### config.mk
export PLATFORM = sky130hd
export DESIGN_NAME = nswu_top
export DESIGN_NICKNAME = d
export VERILOG_FILES = /design/src/include/nswu_pkg.sv /design/src/rtl/nswu_regfile.sv /design/src/rtl/nswu_top.sv
export VERILOG_INCLUDE_DIRS = /design/src /design/src/include
export SDC_FILE = /design/constraint.sdc
export NUM_CORES = 2
export LEC_CHECK = 0
export BUFFER_PORTS_ARGS = -buffer_cell sky130_fd_sc_hd__clkbuf_2
export CORE_MARGIN = 2
export CORE_UTILIZATION = 45
export CTS_CLUSTER_SIZE = 20
export DETAILED_ROUTE_END_ITERATION = 7
export PLACE_DENSITY = 0.74
export SLEW_MARGIN = 20
export SYNTH_ARGS = -nofsm -noshare
export SYNTH_HDL_FRONTEND = slang
export SYNTH_SLANG_ARGS = --single-unit
### constraint.sdc
create_clock -name clock_i -period 14.35 [get_ports clock_i]
set_clock_uncertainty 0.2 [all_clocks]
set_input_delay 2.1525 -clock clock_i [delete_from_list [all_inputs] [get_ports clock_i]]
set_output_delay 2.1525 -clock clock_i [all_outputs]
set_load 0.02 [all_outputs]
### src/include/nswu_consts.svh
`ifndef NSWU_CONSTS_SVH
`define NSWU_CONSTS_SVH
// Operation
// - Swap exchanges nibbles, writes destination back
// - Swap: Z on zero, S=bit7, D/H kept
// - Inverted test: NOT dst AND mask, flags only
// - Mask ones select bits; operands untouched
// - Inverted test: Z, S=bit7, V=0, others kept
// - Test: dst AND mask, result not stored
// - Test: Z, S=bit7, V cleared, others kept
// - Wait halts execution; DMA still served
// - Any internal irq ends wait; flags kept
// - Exclusive-OR stored in destination, source kept

// APB register byte offsets
`define NSWU_OFF_INSTR   12'h000
`define NSWU_OFF_STATUS  12'h004
`define NSWU_OFF_FLAGS   12'h008
`define NSWU_OFF_WBASE   12'h00c
`define NSWU_OFF_RFADDR  12'h010
`define NSWU_OFF_RFDATA  12'h014

// Reset values
`define NSWU_RST_FLAGS   8'h00
`define NSWU_RST_WBASE   8'hc0

// Flag bit positions
`define NSWU_FL_C        7
`define NSWU_FL_Z        6
`define NSWU_FL_S        5
`define NSWU_FL_V        4
`define NSWU_FL_D        3
`define NSWU_FL_H        2

// Status bit positions
`define NSWU_ST_BUSY     0
`define NSWU_ST_WAIT     1
`define NSWU_ST_ILLEGAL  2
`define NSWU_ST_REFUSED  3

// Opcode groups (upper nibble) and forms (lower nibble)
`define NSWU_OPC_WAIT_FOR_IRQ        8'h3f
`define NSWU_GRP_SWAP                4'hf
`define NSWU_GRP_TEST_INVERTED_MASK  4'h6
`define NSWU_GRP_TEST_MASK           4'h7
`define NSWU_GRP_XOR                 4'hb
`define NSWU_FRM_R                   4'h0
`define NSWU_FRM_IR                  4'h1
`define NSWU_FRM_RR_W                4'h2
`define NSWU_FRM_RIR_W               4'h3
`define NSWU_FRM_RR                  4'h4
`define NSWU_FRM_RIR                 4'h5
`define NSWU_FRM_RIM                 4'h6

// Instruction lengths in CPU cycles
`define NSWU_CYC_SHORT   4'h6
`define NSWU_CYC_SWAP    4'h8
`define NSWU_CYC_LONG    4'ha
`endif

### src/include/nswu_pkg.sv
package nswu_pkg;
  // Execution sequencer states
  typedef enum logic [2:0] {ST_IDLE, ST_ISSUE, ST_CAPTURE, ST_EXEC, ST_PAD, ST_WAIT} nswu_state_t;
  // Decoded operation
  typedef enum logic [2:0] {
    OP_SWAP,
    OP_TEST_INVERTED_MASK,
    OP_TEST_MASK,
    OP_XOR,
    OP_WAIT_FOR_IRQ,
    OP_BAD
  } nswu_op_t;
  // DMA request into the register file
  typedef struct packed {
    logic       req;
    logic       we;
    logic [7:0] addr;
    logic [7:0] wdata;
  } nswu_dma_req_t;
  // DMA answer from the register file
  typedef struct packed {
    logic       gnt;
    logic       rvalid;
    logic [7:0] rdata;
  } nswu_dma_rsp_t;
endpackage

### src/rtl/nswu_regfile.sv
`timescale 1ns/10ps
module nswu_regfile (
  // Clock and reset
  input  wire logic       clock_i,
  input  wire logic       rst_n_i,
  // Single access port
  input  wire logic       we_i,
  input  wire logic [7:0] addr_i,
  input  wire logic [7:0] wdata_i,
  output logic      [7:0] rdata_o
);
  logic [7:0] mem_r [0:255];  // 256-byte register file, no reset

  // Write port
  always_ff @(posedge clock_i) begin
    if (we_i) begin
      mem_r[addr_i] <= wdata_i;
    end
  end

  // Registered read, old data on a same-cycle write
  always_ff @(posedge clock_i or negedge rst_n_i) begin
    if (!rst_n_i) begin
      rdata_o <= 8'h00;
    end else begin
      rdata_o <= mem_r[addr_i];
    end
  end
endmodule

### src/rtl/nswu_top.sv
`timescale 1ns/10ps
`include "nswu_consts.svh"
module nswu_top (
  // Clock and reset
  input  wire logic                   clock_i,
  input  wire logic                   rst_n_i,
  // APB slave
  input  wire logic                   psel_i,
  input  wire logic                   penable_i,
  input  wire logic                   pwrite_i,
  input  wire logic [11:0]            paddr_i,
  input  wire logic [31:0]            pwdata_i,
  output logic      [31:0]            prdata_o,
  output logic                        pready_o,
  output logic                        pslverr_o,
  // Internal interrupts
  input  wire logic [7:0]             irq_i,
  input  wire logic                   fast_irq_i,
  // DMA port into the register file
  input  wire nswu_pkg::nswu_dma_req_t dma_req_i,
  output nswu_pkg::nswu_dma_rsp_t      dma_rsp_o,
  // Core status
  output logic                        busy_o,
  output logic                        halted_o,
  output logic      [7:0]             flags_o
);
  import nswu_pkg::*;

  nswu_state_t state_r;          // Sequencer state
  nswu_op_t    op_r;             // Operation in flight
  logic [7:0]  addr_r;           // Current fetch address, ends as dst
  logic        ind_r;            // Current address still a pointer
  logic        sel_src_r;        // Fetching the source operand
  logic [7:0]  dst_addr_r;       // Destination address held for later
  logic        dst_ind_r;        // Destination is indirect
  logic [7:0]  src_val_r;        // Source operand or mask
  logic [7:0]  dst_val_r;        // Destination operand
  logic [3:0]  cnt_r;            // Busy cycles so far
  logic [3:0]  target_r;         // Instruction length in cycles
  logic [7:0]  flags_r;          // Flag register
  logic [7:0]  wbase_r;          // Working register base
  logic [7:0]  rf_addr_r;        // Software access address
  logic [23:0] instr_r;          // Last accepted instruction word
  logic        illegal_r;        // Sticky: unknown opcode written
  logic        refused_r;        // Sticky: instruction written while busy
  logic        rd_pend_r;        // Software read waiting for memory
  logic        dma_rvalid_r;     // DMA read data valid

  // Decode outputs
  nswu_op_t    dec_op;
  logic [7:0]  dec_src_addr;
  logic        dec_src_ind;
  logic        dec_need_src;
  logic [7:0]  dec_dst_addr;
  logic        dec_dst_ind;
  logic [3:0]  dec_cyc;

  // APB decode
  logic        acc;
  logic        wr_acc;
  logic        hit_instr;
  logic        hit_status;
  logic        hit_flags;
  logic        hit_wbase;
  logic        hit_rfaddr;
  logic        hit_rfdata;
  logic        mapped;
  logic        start;
  logic        instr_wr;

  // Memory arbitration
  logic        exec_rd;
  logic        exec_wr;
  logic        exec_mem;
  logic        dma_gnt;
  logic        apb_gnt;
  logic        mem_we;
  logic [7:0]  mem_addr;
  logic [7:0]  mem_wdata;
  logic [7:0]  mem_rdata;

  // Datapath
  logic [7:0]  result;
  logic [7:0]  flags_nxt;
  logic        wake;

  // Pick apart the written instruction word
  logic [7:0]  opc;
  logic [7:0]  b1;
  logic [7:0]  b2;
  assign opc = pwdata_i[7:0];
  assign b1  = pwdata_i[15:8];
  assign b2  = pwdata_i[23:16];

  // Opcode and operand form decode
  always_comb begin
    dec_op       = OP_BAD;
    dec_src_addr = b1;
    dec_src_ind  = 1'b0;
    dec_need_src = 1'b0;
    dec_dst_addr = b2;
    dec_dst_ind  = 1'b0;
    dec_cyc      = `NSWU_CYC_LONG;
    if (opc == `NSWU_OPC_WAIT_FOR_IRQ) begin
      dec_op = OP_WAIT_FOR_IRQ;
    end else if (opc[7:4] == `NSWU_GRP_SWAP) begin
      // Single-operand form, R or IR
      dec_dst_addr = b1;
      dec_cyc      = `NSWU_CYC_SWAP;
      if (opc[3:0] == `NSWU_FRM_R || opc[3:0] == `NSWU_FRM_IR) begin
        dec_op      = OP_SWAP;
        dec_dst_ind = opc[0];
      end
    end else if (opc[7:4] == `NSWU_GRP_TEST_INVERTED_MASK || opc[7:4] == `NSWU_GRP_TEST_MASK ||
                 opc[7:4] == `NSWU_GRP_XOR) begin
      // Two-operand group; form picks bytes and indirection
      if (opc[7:4] == `NSWU_GRP_TEST_INVERTED_MASK) begin
        dec_op = OP_TEST_INVERTED_MASK;
      end else if (opc[7:4] == `NSWU_GRP_TEST_MASK) begin
        dec_op = OP_TEST_MASK;
      end else begin
        dec_op = OP_XOR;
      end
      unique case (opc[3:0])
        `NSWU_FRM_RR_W, `NSWU_FRM_RIR_W: begin
          // Working registers packed as dst|src nibbles
          dec_dst_addr = {wbase_r[7:4], b1[7:4]};
          dec_src_addr = {wbase_r[7:4], b1[3:0]};
          dec_src_ind  = opc[0];
          dec_need_src = 1'b1;
          dec_cyc      = `NSWU_CYC_SHORT;
        end
        `NSWU_FRM_RR, `NSWU_FRM_RIR: begin
          // Three bytes, source byte first
          dec_src_addr = b1;
          dec_dst_addr = b2;
          dec_src_ind  = opc[0];
          dec_need_src = 1'b1;
        end
        `NSWU_FRM_RIM: begin
          // Destination then immediate
          dec_dst_addr = b1;
        end
        default: begin
          // Unknown form in a known group
          dec_op = OP_BAD;
        end
      endcase
    end
  end

  // APB address decode; only aligned words are mapped
  assign acc        = psel_i & penable_i;
  assign wr_acc     = acc & pwrite_i;
  assign hit_instr  = paddr_i == `NSWU_OFF_INSTR;
  assign hit_status = paddr_i == `NSWU_OFF_STATUS;
  assign hit_flags  = paddr_i == `NSWU_OFF_FLAGS;
  assign hit_wbase  = paddr_i == `NSWU_OFF_WBASE;
  assign hit_rfaddr = paddr_i == `NSWU_OFF_RFADDR;
  assign hit_rfdata = paddr_i == `NSWU_OFF_RFDATA;
  assign mapped     = hit_instr | hit_status | hit_flags | hit_wbase | hit_rfaddr | hit_rfdata;
  assign instr_wr   = wr_acc & hit_instr;
  assign start      = instr_wr & (state_r == ST_IDLE) & (dec_op != OP_BAD);

  // Register file arbitration: sequencer, then DMA, then software
  assign exec_rd  = state_r == ST_ISSUE;
  assign exec_wr  = (state_r == ST_EXEC) & ((op_r == OP_SWAP) | (op_r == OP_XOR));
  assign exec_mem = exec_rd | exec_wr;
  assign dma_gnt  = dma_req_i.req & ~exec_mem;
  assign apb_gnt  = acc & hit_rfdata & ~exec_mem & ~dma_req_i.req & ~rd_pend_r;

  // Memory port steering
  always_comb begin
    mem_we    = 1'b0;
    mem_addr  = rf_addr_r;
    mem_wdata = pwdata_i[7:0];
    if (exec_mem) begin
      mem_we    = exec_wr;
      mem_addr  = addr_r;
      mem_wdata = result;
    end else if (dma_gnt) begin
      mem_we    = dma_req_i.we;
      mem_addr  = dma_req_i.addr;
      mem_wdata = dma_req_i.wdata;
    end else if (apb_gnt) begin
      mem_we    = pwrite_i;
    end
  end

  nswu_regfile u_regfile (
    .clock_i (clock_i),
    .rst_n_i (rst_n_i),
    .we_i    (mem_we),
    .addr_i  (mem_addr),
    .wdata_i (mem_wdata),
    .rdata_o (mem_rdata)
  );

  // Operation results; tests never reach memory
  always_comb begin
    unique case (op_r)
      OP_SWAP: result = {dst_val_r[3:0], dst_val_r[7:4]};
      OP_TEST_INVERTED_MASK: result = ~dst_val_r & src_val_r;
      OP_TEST_MASK:          result = dst_val_r & src_val_r;
      OP_XOR:  result = dst_val_r ^ src_val_r;
      default: result = 8'h00;
    endcase
  end

  // Flag update; C, D, H always carried over
  always_comb begin
    flags_nxt = flags_r;
    flags_nxt[`NSWU_FL_Z] = result == 8'h00;
    flags_nxt[`NSWU_FL_S] = result[7];
    // Swap leaves V as it was; the others clear it
    if (op_r != OP_SWAP) begin
      flags_nxt[`NSWU_FL_V] = 1'b0;
    end
  end

  // Any internal interrupt, fast one included, wakes the core
  assign wake = (|irq_i) | fast_irq_i;

  // Sequencer
  always_ff @(posedge clock_i or negedge rst_n_i) begin
    if (!rst_n_i) begin
      state_r <= ST_IDLE;
    end else begin
      unique case (state_r)
        ST_IDLE: begin
          if (start) begin
            state_r <= (dec_op == OP_WAIT_FOR_IRQ) ? ST_WAIT : ST_ISSUE;
          end
        end
        ST_ISSUE: state_r <= ST_CAPTURE;
        ST_CAPTURE: begin
          // Last capture is the final destination byte
          if (!ind_r && !sel_src_r) begin
            state_r <= ST_EXEC;
          end else begin
            state_r <= ST_ISSUE;
          end
        end
        ST_EXEC, ST_PAD: begin
          // Hold busy until the documented length has run
          state_r <= (cnt_r >= target_r - 4'h1) ? ST_IDLE : ST_PAD;
        end
        ST_WAIT: begin
          // Execution stalls here; DMA keeps the memory
          if (wake) begin
            state_r <= ST_IDLE;
          end
        end
        default: state_r <= ST_IDLE;
      endcase
    end
  end

  // Operand fetch: source first, then destination, pointers resolved
  always_ff @(posedge clock_i or negedge rst_n_i) begin
    if (!rst_n_i) begin
      op_r       <= OP_BAD;
      addr_r     <= 8'h00;
      ind_r      <= 1'b0;
      sel_src_r  <= 1'b0;
      dst_addr_r <= 8'h00;
      dst_ind_r  <= 1'b0;
      src_val_r  <= 8'h00;
      dst_val_r  <= 8'h00;
      target_r   <= `NSWU_CYC_LONG;
    end else if (start) begin
      op_r       <= dec_op;
      dst_addr_r <= dec_dst_addr;
      dst_ind_r  <= dec_dst_ind;
      target_r   <= dec_cyc;
      sel_src_r  <= dec_need_src;
      // Immediate mask rides in the third byte
      src_val_r  <= b2;
      addr_r     <= dec_need_src ? dec_src_addr : dec_dst_addr;
      ind_r      <= dec_need_src ? dec_src_ind : dec_dst_ind;
    end else if (state_r == ST_CAPTURE) begin
      if (ind_r) begin
        // Pointer fetched; follow it once
        addr_r <= mem_rdata;
        ind_r  <= 1'b0;
      end else if (sel_src_r) begin
        src_val_r <= mem_rdata;
        sel_src_r <= 1'b0;
        addr_r    <= dst_addr_r;
        ind_r     <= dst_ind_r;
      end else begin
        dst_val_r <= mem_rdata;
      end
    end
  end

  // Busy cycle counter, first busy cycle reads zero
  always_ff @(posedge clock_i or negedge rst_n_i) begin
    if (!rst_n_i) begin
      cnt_r <= 4'h0;
    end else if (start) begin
      cnt_r <= 4'h0;
    end else if (state_r != ST_IDLE && state_r != ST_WAIT && cnt_r != 4'hf) begin
      cnt_r <= cnt_r + 4'h1;
    end
  end

  // Flags: the execution edge beats a software write
  always_ff @(posedge clock_i or negedge rst_n_i) begin
    if (!rst_n_i) begin
      flags_r <= `NSWU_RST_FLAGS;
    end else if (state_r == ST_EXEC) begin
      flags_r <= flags_nxt;
    end else if (wr_acc && hit_flags) begin
      flags_r <= pwdata_i[7:0];
    end
  end

  // Software-written configuration
  always_ff @(posedge clock_i or negedge rst_n_i) begin
    if (!rst_n_i) begin
      wbase_r   <= `NSWU_RST_WBASE;
      rf_addr_r <= 8'h00;
      instr_r   <= 24'h000000;
    end else begin
      if (wr_acc && hit_wbase) begin
        wbase_r <= pwdata_i[7:0];
      end
      if (wr_acc && hit_rfaddr) begin
        rf_addr_r <= pwdata_i[7:0];
      end
      if (start) begin
        instr_r <= pwdata_i[23:0];
      end
    end
  end

  // Sticky errors; a new event wins over write-one-to-clear
  always_ff @(posedge clock_i or negedge rst_n_i) begin
    if (!rst_n_i) begin
      illegal_r <= 1'b0;
      refused_r <= 1'b0;
    end else begin
      if (instr_wr && state_r == ST_IDLE && dec_op == OP_BAD) begin
        illegal_r <= 1'b1;
      end else if (wr_acc && hit_status && pwdata_i[`NSWU_ST_ILLEGAL]) begin
        illegal_r <= 1'b0;
      end
      if (instr_wr && state_r != ST_IDLE) begin
        refused_r <= 1'b1;
      end else if (wr_acc && hit_status && pwdata_i[`NSWU_ST_REFUSED]) begin
        refused_r <= 1'b0;
      end
    end
  end

  // Read-side handshakes for memory-backed accesses
  always_ff @(posedge clock_i or negedge rst_n_i) begin
    if (!rst_n_i) begin
      rd_pend_r    <= 1'b0;
      dma_rvalid_r <= 1'b0;
    end else begin
      rd_pend_r    <= apb_gnt & ~pwrite_i;
      dma_rvalid_r <= dma_gnt & ~dma_req_i.we;
    end
  end

  // APB answer; memory data reads take one extra cycle
  always_comb begin
    pready_o  = 1'b1;
    pslverr_o = acc & ~mapped;
    prdata_o  = 32'h00000000;
    if (hit_rfdata) begin
      pready_o = pwrite_i ? apb_gnt : rd_pend_r;
    end
    if (acc && !pwrite_i) begin
      if (hit_instr) begin
        prdata_o = {8'h00, instr_r};
      end else if (hit_status) begin
        prdata_o = {16'h0000, flags_r, 4'h0, refused_r, illegal_r,
                    state_r == ST_WAIT, state_r != ST_IDLE};
      end else if (hit_flags) begin
        prdata_o = {24'h000000, flags_r};
      end else if (hit_wbase) begin
        prdata_o = {24'h000000, wbase_r};
      end else if (hit_rfaddr) begin
        prdata_o = {24'h000000, rf_addr_r};
      end else if (hit_rfdata) begin
        prdata_o = {24'h000000, mem_rdata};
      end
    end
  end

  // Outward status and DMA answer
  assign dma_rsp_o.gnt    = dma_gnt;
  assign dma_rsp_o.rvalid = dma_rvalid_r;
  assign dma_rsp_o.rdata  = mem_rdata;
  assign busy_o           = state_r != ST_IDLE;
  assign halted_o         = state_r == ST_WAIT;
  assign flags_o          = flags_r;
endmodule

==> impl_metrics.csv <==
group,metric,value,unit
critical_path,r2r-start,"op_r[0]$_DFFE_PN1P_",
floorplan,start_util,0.454,
floorplan,core,181000,um2
critical_path,ff2ff_path_depth,13,
placed_design,dpl.cell_count,7322,
run_status,outcome,"finished, final reports clean",
logic_synthesis,yosysTopAreaCell,"edfxtp_1",
critical_path,r2r-end,"u_regfile.rdata_o[0]$_DFF_PN0_",
worst_hold_path,hold_path_class,"reg -> reg",
drt,detail_route.wl_per_cell,28.7,um
timing,finalSetupViolations,0,
timing,drv_slew,0,
logic_synthesis,synth_top_cell_area_share,0.747,
placed_design,preCtsSetupSlack,7100,ps
clock_tree,clockBufferDepth,3,
timing,rsz0062_at_grt,"no",
timing,final.setup.tns,0,ps
logic_synthesis,synthArstFlopShare,0.0501,
drt,drtAntennaViolNets,0,
global_routing,grt_pass1_vias,47300,
worst_hold_path,hold_start,"instr_r[22]$_DFFE_PN0P_",
drt,viasPerCell,6.50,
layout,drive_gt1_frac,0.109,
floorplan,fp.dieW,432,um
clock_tree,clock_sinks,2156,
drt,firstDrtPassIters,7,
clock_tree,postCtsSetupRepairBufs,0,
global_routing,grt_pass1_wl,318,mm
timing,worstMarginPinSlew,1310,ps
logic_synthesis,synth-warning-count,0,
clock_tree,hold_buffers,0,
worst_hold_path,min_path_cells,2,
layout,n_fill_cell,14200,
critical_path,arrival,4980,ps
critical_path,worst_path_most_repeated_cell,"clkbuf_2",
timing,fin_crit,7330,ps
critical_path,slowest_stage,"nor2b_1",
layout,syn_to_final_growth,11.5,%
critical_path,cp_top_family,"simple AND/OR/NAND/NOR gates",
critical_path,max_stage_delay,680,ps
critical_path,worstSetupPathType,"in -> out",
global_routing,grt_usage,0.229,
critical_path,r2r_setup_slack,8030,ps
timing,max_clock_freq,136,MHz
placed_design,dpl.hpwl,121,mm
timing,finalWorstSetupSlack,7020,ps
pwr,ir_drop,141,uV
critical_path,path_buf_inv,2,
timing,finalHoldViolations,0,
logic_synthesis,synth_area_leaders,"edfxtp_1 75%, a22oi_1 5.0%, dfrtp_1 3.1%",
floorplan,dieArea,186000,um2
clock_tree,cts-resized-gates,0,
job,drv_cap,0,
timing,period_share,0.511,
logic_synthesis,synth_area,82300,um2
logic_synthesis,yosysMostFrequentCell,"edfxtp_1",
logic_synthesis,synth_edf_count,2048,
global_routing,overflow,0,
drt,initialDrtViolationCount,8838,
clock_tree,cts_tree,"yes",
clock_tree,cts.reportedPaths.clkPinSlew,60,ps
logic_synthesis,synth_area_per_cell,16.0,um2
global_routing,antenna_found_initial,6,
clock_tree,htreeDepth,4,
critical_path,cp-end-kind,"primary output",
floorplan,io-pin-count,130,
logic_synthesis,syn_inst,5130,
worst_hold_path,hold_end,"instr_r[22]$_DFFE_PN0P_",
critical_path,cp-start-kind,"primary input",
drt,vias,50000,
placed_design,gp_congestion,0.896,
placed_design,port_buffers,113,
drt,drc,0,
floorplan,rows,156,
clock_tree,clk_latency,840,ps
global_routing,grt_max_degree,257,
logic_synthesis,synth-seq-cells,2156,
pwr,pwr_density_cell,139,nW/um2
layout,final_cells,7691,
logic_synthesis,ys.flop_type,"edfxtp_1",
critical_path,cp.required,12000,ps
critical_path,path_cells,"clkbuf_2, or4_4, nor4_4, nor2b_1, nand2_1, nor2_1, and2_1, clkbuf_2",
logic_synthesis,yosys-top-cells-count,"2,048 x edfxtp_1, 546 x a22oi_1, 463 x a21oi_1",
clock_tree,numCtsBuffers,203,
drt,routed_wl,220,mm
layout,nNetsFinal,5241,
logic_synthesis,yosysSeqAreaShare,0.780,
critical_path,critical_path.max_fanout,12,
timing,slew_headroom,0.122,
pwr,leakagePower,29.0,nW
logic_synthesis,synth_cell_types,68,
clock_tree,clock_tree.root_cell,"clkbuf_16",
floorplan,die_h,432,um
==> metal layers <==
metal  vias up  part of all wire  global-route usage
met3       487              0.13              0.0495
met4         6             0.042              0.0911
li1      20900                 -                   -
met1     24900              0.37               0.318
met2      3714              0.46               0.355
met5         -           0.00020                   0
==> flip-flops by register name (all words and copies together), names as in the netlist, 4 cells and up <==
name / cells
dst_addr_r: 8
wbase_r: 8
flags_o: 8
instr_r: 24
src_val_r: 8
u_regfile.mem_r: 2048
dst_val_r: 8
addr_r: 8
rf_addr_r: 8
u_regfile.rdata_o: 8
cnt_r: 4
==> worst reg2reg max path, stage by stage, from the launching register on <==
cell     delay (ps)
dfstp_2         830
xnor2_1         260
a21o_2          180
buf_4           500
mux2i_4         390
buf_12          530
buf_12          670
buf_4           810
a22oi_1         250
a21oi_1         430
nor4_1          130
o22ai_1         440
a211o_1         310
a221o_1         300
==> power by group <==
part / internal, mW / total (mW) / leakage (nW) / switching, mW
registers: 6.95 / 6.96 / 19.8 / 0.0159
logic: 0.143 / 0.635 / 6.04 / 0.492
clock network: 2.91 / 5.20 / 3.11 / 2.29
==> per-stage QoR <==
step | area (um2) | utilization | power, mW | hold WS (ps)
floorplan | 82300 | - | 7.49 | 235
global placement | 85300 | 0.470 | 7.69 | 251
detailed placement | 85300 | 0.470 | 7.71 | 259
CTS | 91700 | 0.505 | 12.8 | 275
global route | 91700 | 0.506 | 13.1 | 300
finish | 91700 | 0.506 | 12.8 | 276
==> cells in the final DEF, fill, tap and decap left out, types with 17 or more instances in the layout <==
cell type	n
edfxtp_1	2048
a22oi_1	546
a21oi_1	458
nor2_1	330
nand2_1	293
clkbuf_16	207
a222oi_1	148
clkbuf_2	112
dfrtp_1	102
a221oi_1	100
a22o_1	98
o22ai_1	70
o21ai_0	69
buf_4	67
nand3_1	51
nor4_1	50
mux2i_1	48
mux2_2	47
clkinv_1	44
nand4_1	43
clkbuf_1	42
clkinv_2	35
o41ai_1	18
nand2b_1	17
nor3_1	17
buf_12	17
==> final cells by class <==
cell class                 instances  area, um2  share of cell area
multi-input combinational       2589      16600               0.181
timing repair buffer             201       1510              0.0164
tap                             2370       2970              0.0323
inverter                           9       33.8            0.000368
clock inverter                   116       1070              0.0116
clock buffer                     249       5340              0.0582
sequential                      2156      64200               0.700
antenna                            1       2.50           0.0000273
==> cells by family after synthesis <==
family | count (synthesis) | share of synthesized area
flops | 2156 | 0.780
simple gates | 871 | 0.0468
compound gates | 1585 | 0.136
other cells | 1 | 0.0000456
xor+xnor | 11 | 0.00117
mux | 109 | 0.0143
buf+inv | 392 | 0.0214
fa+ha+maj | 5 | 0.000760
==> worst max-delay path by stage <==
stage / startpoint / to / slack (ps) / depth (start not counted)
finish: paddr_i[9] / prdata_o[21] / 7020 / 8
global route: paddr_i[9] / prdata_o[23] / 6870 / 8
CTS: paddr_i[9] / prdata_o[21] / 7100 / 8
detailed placement: paddr_i[9] / prdata_o[21] / 7100 / 8
global placement: paddr_i[9] / prdata_o[21] / 7150 / 8
floorplan: dma_req_i[17] / u_regfile.mem_r[0][7]$_DFFE_PP_ / 2560 / 5
No activity file was read; power rests on OpenSTA's default activity.
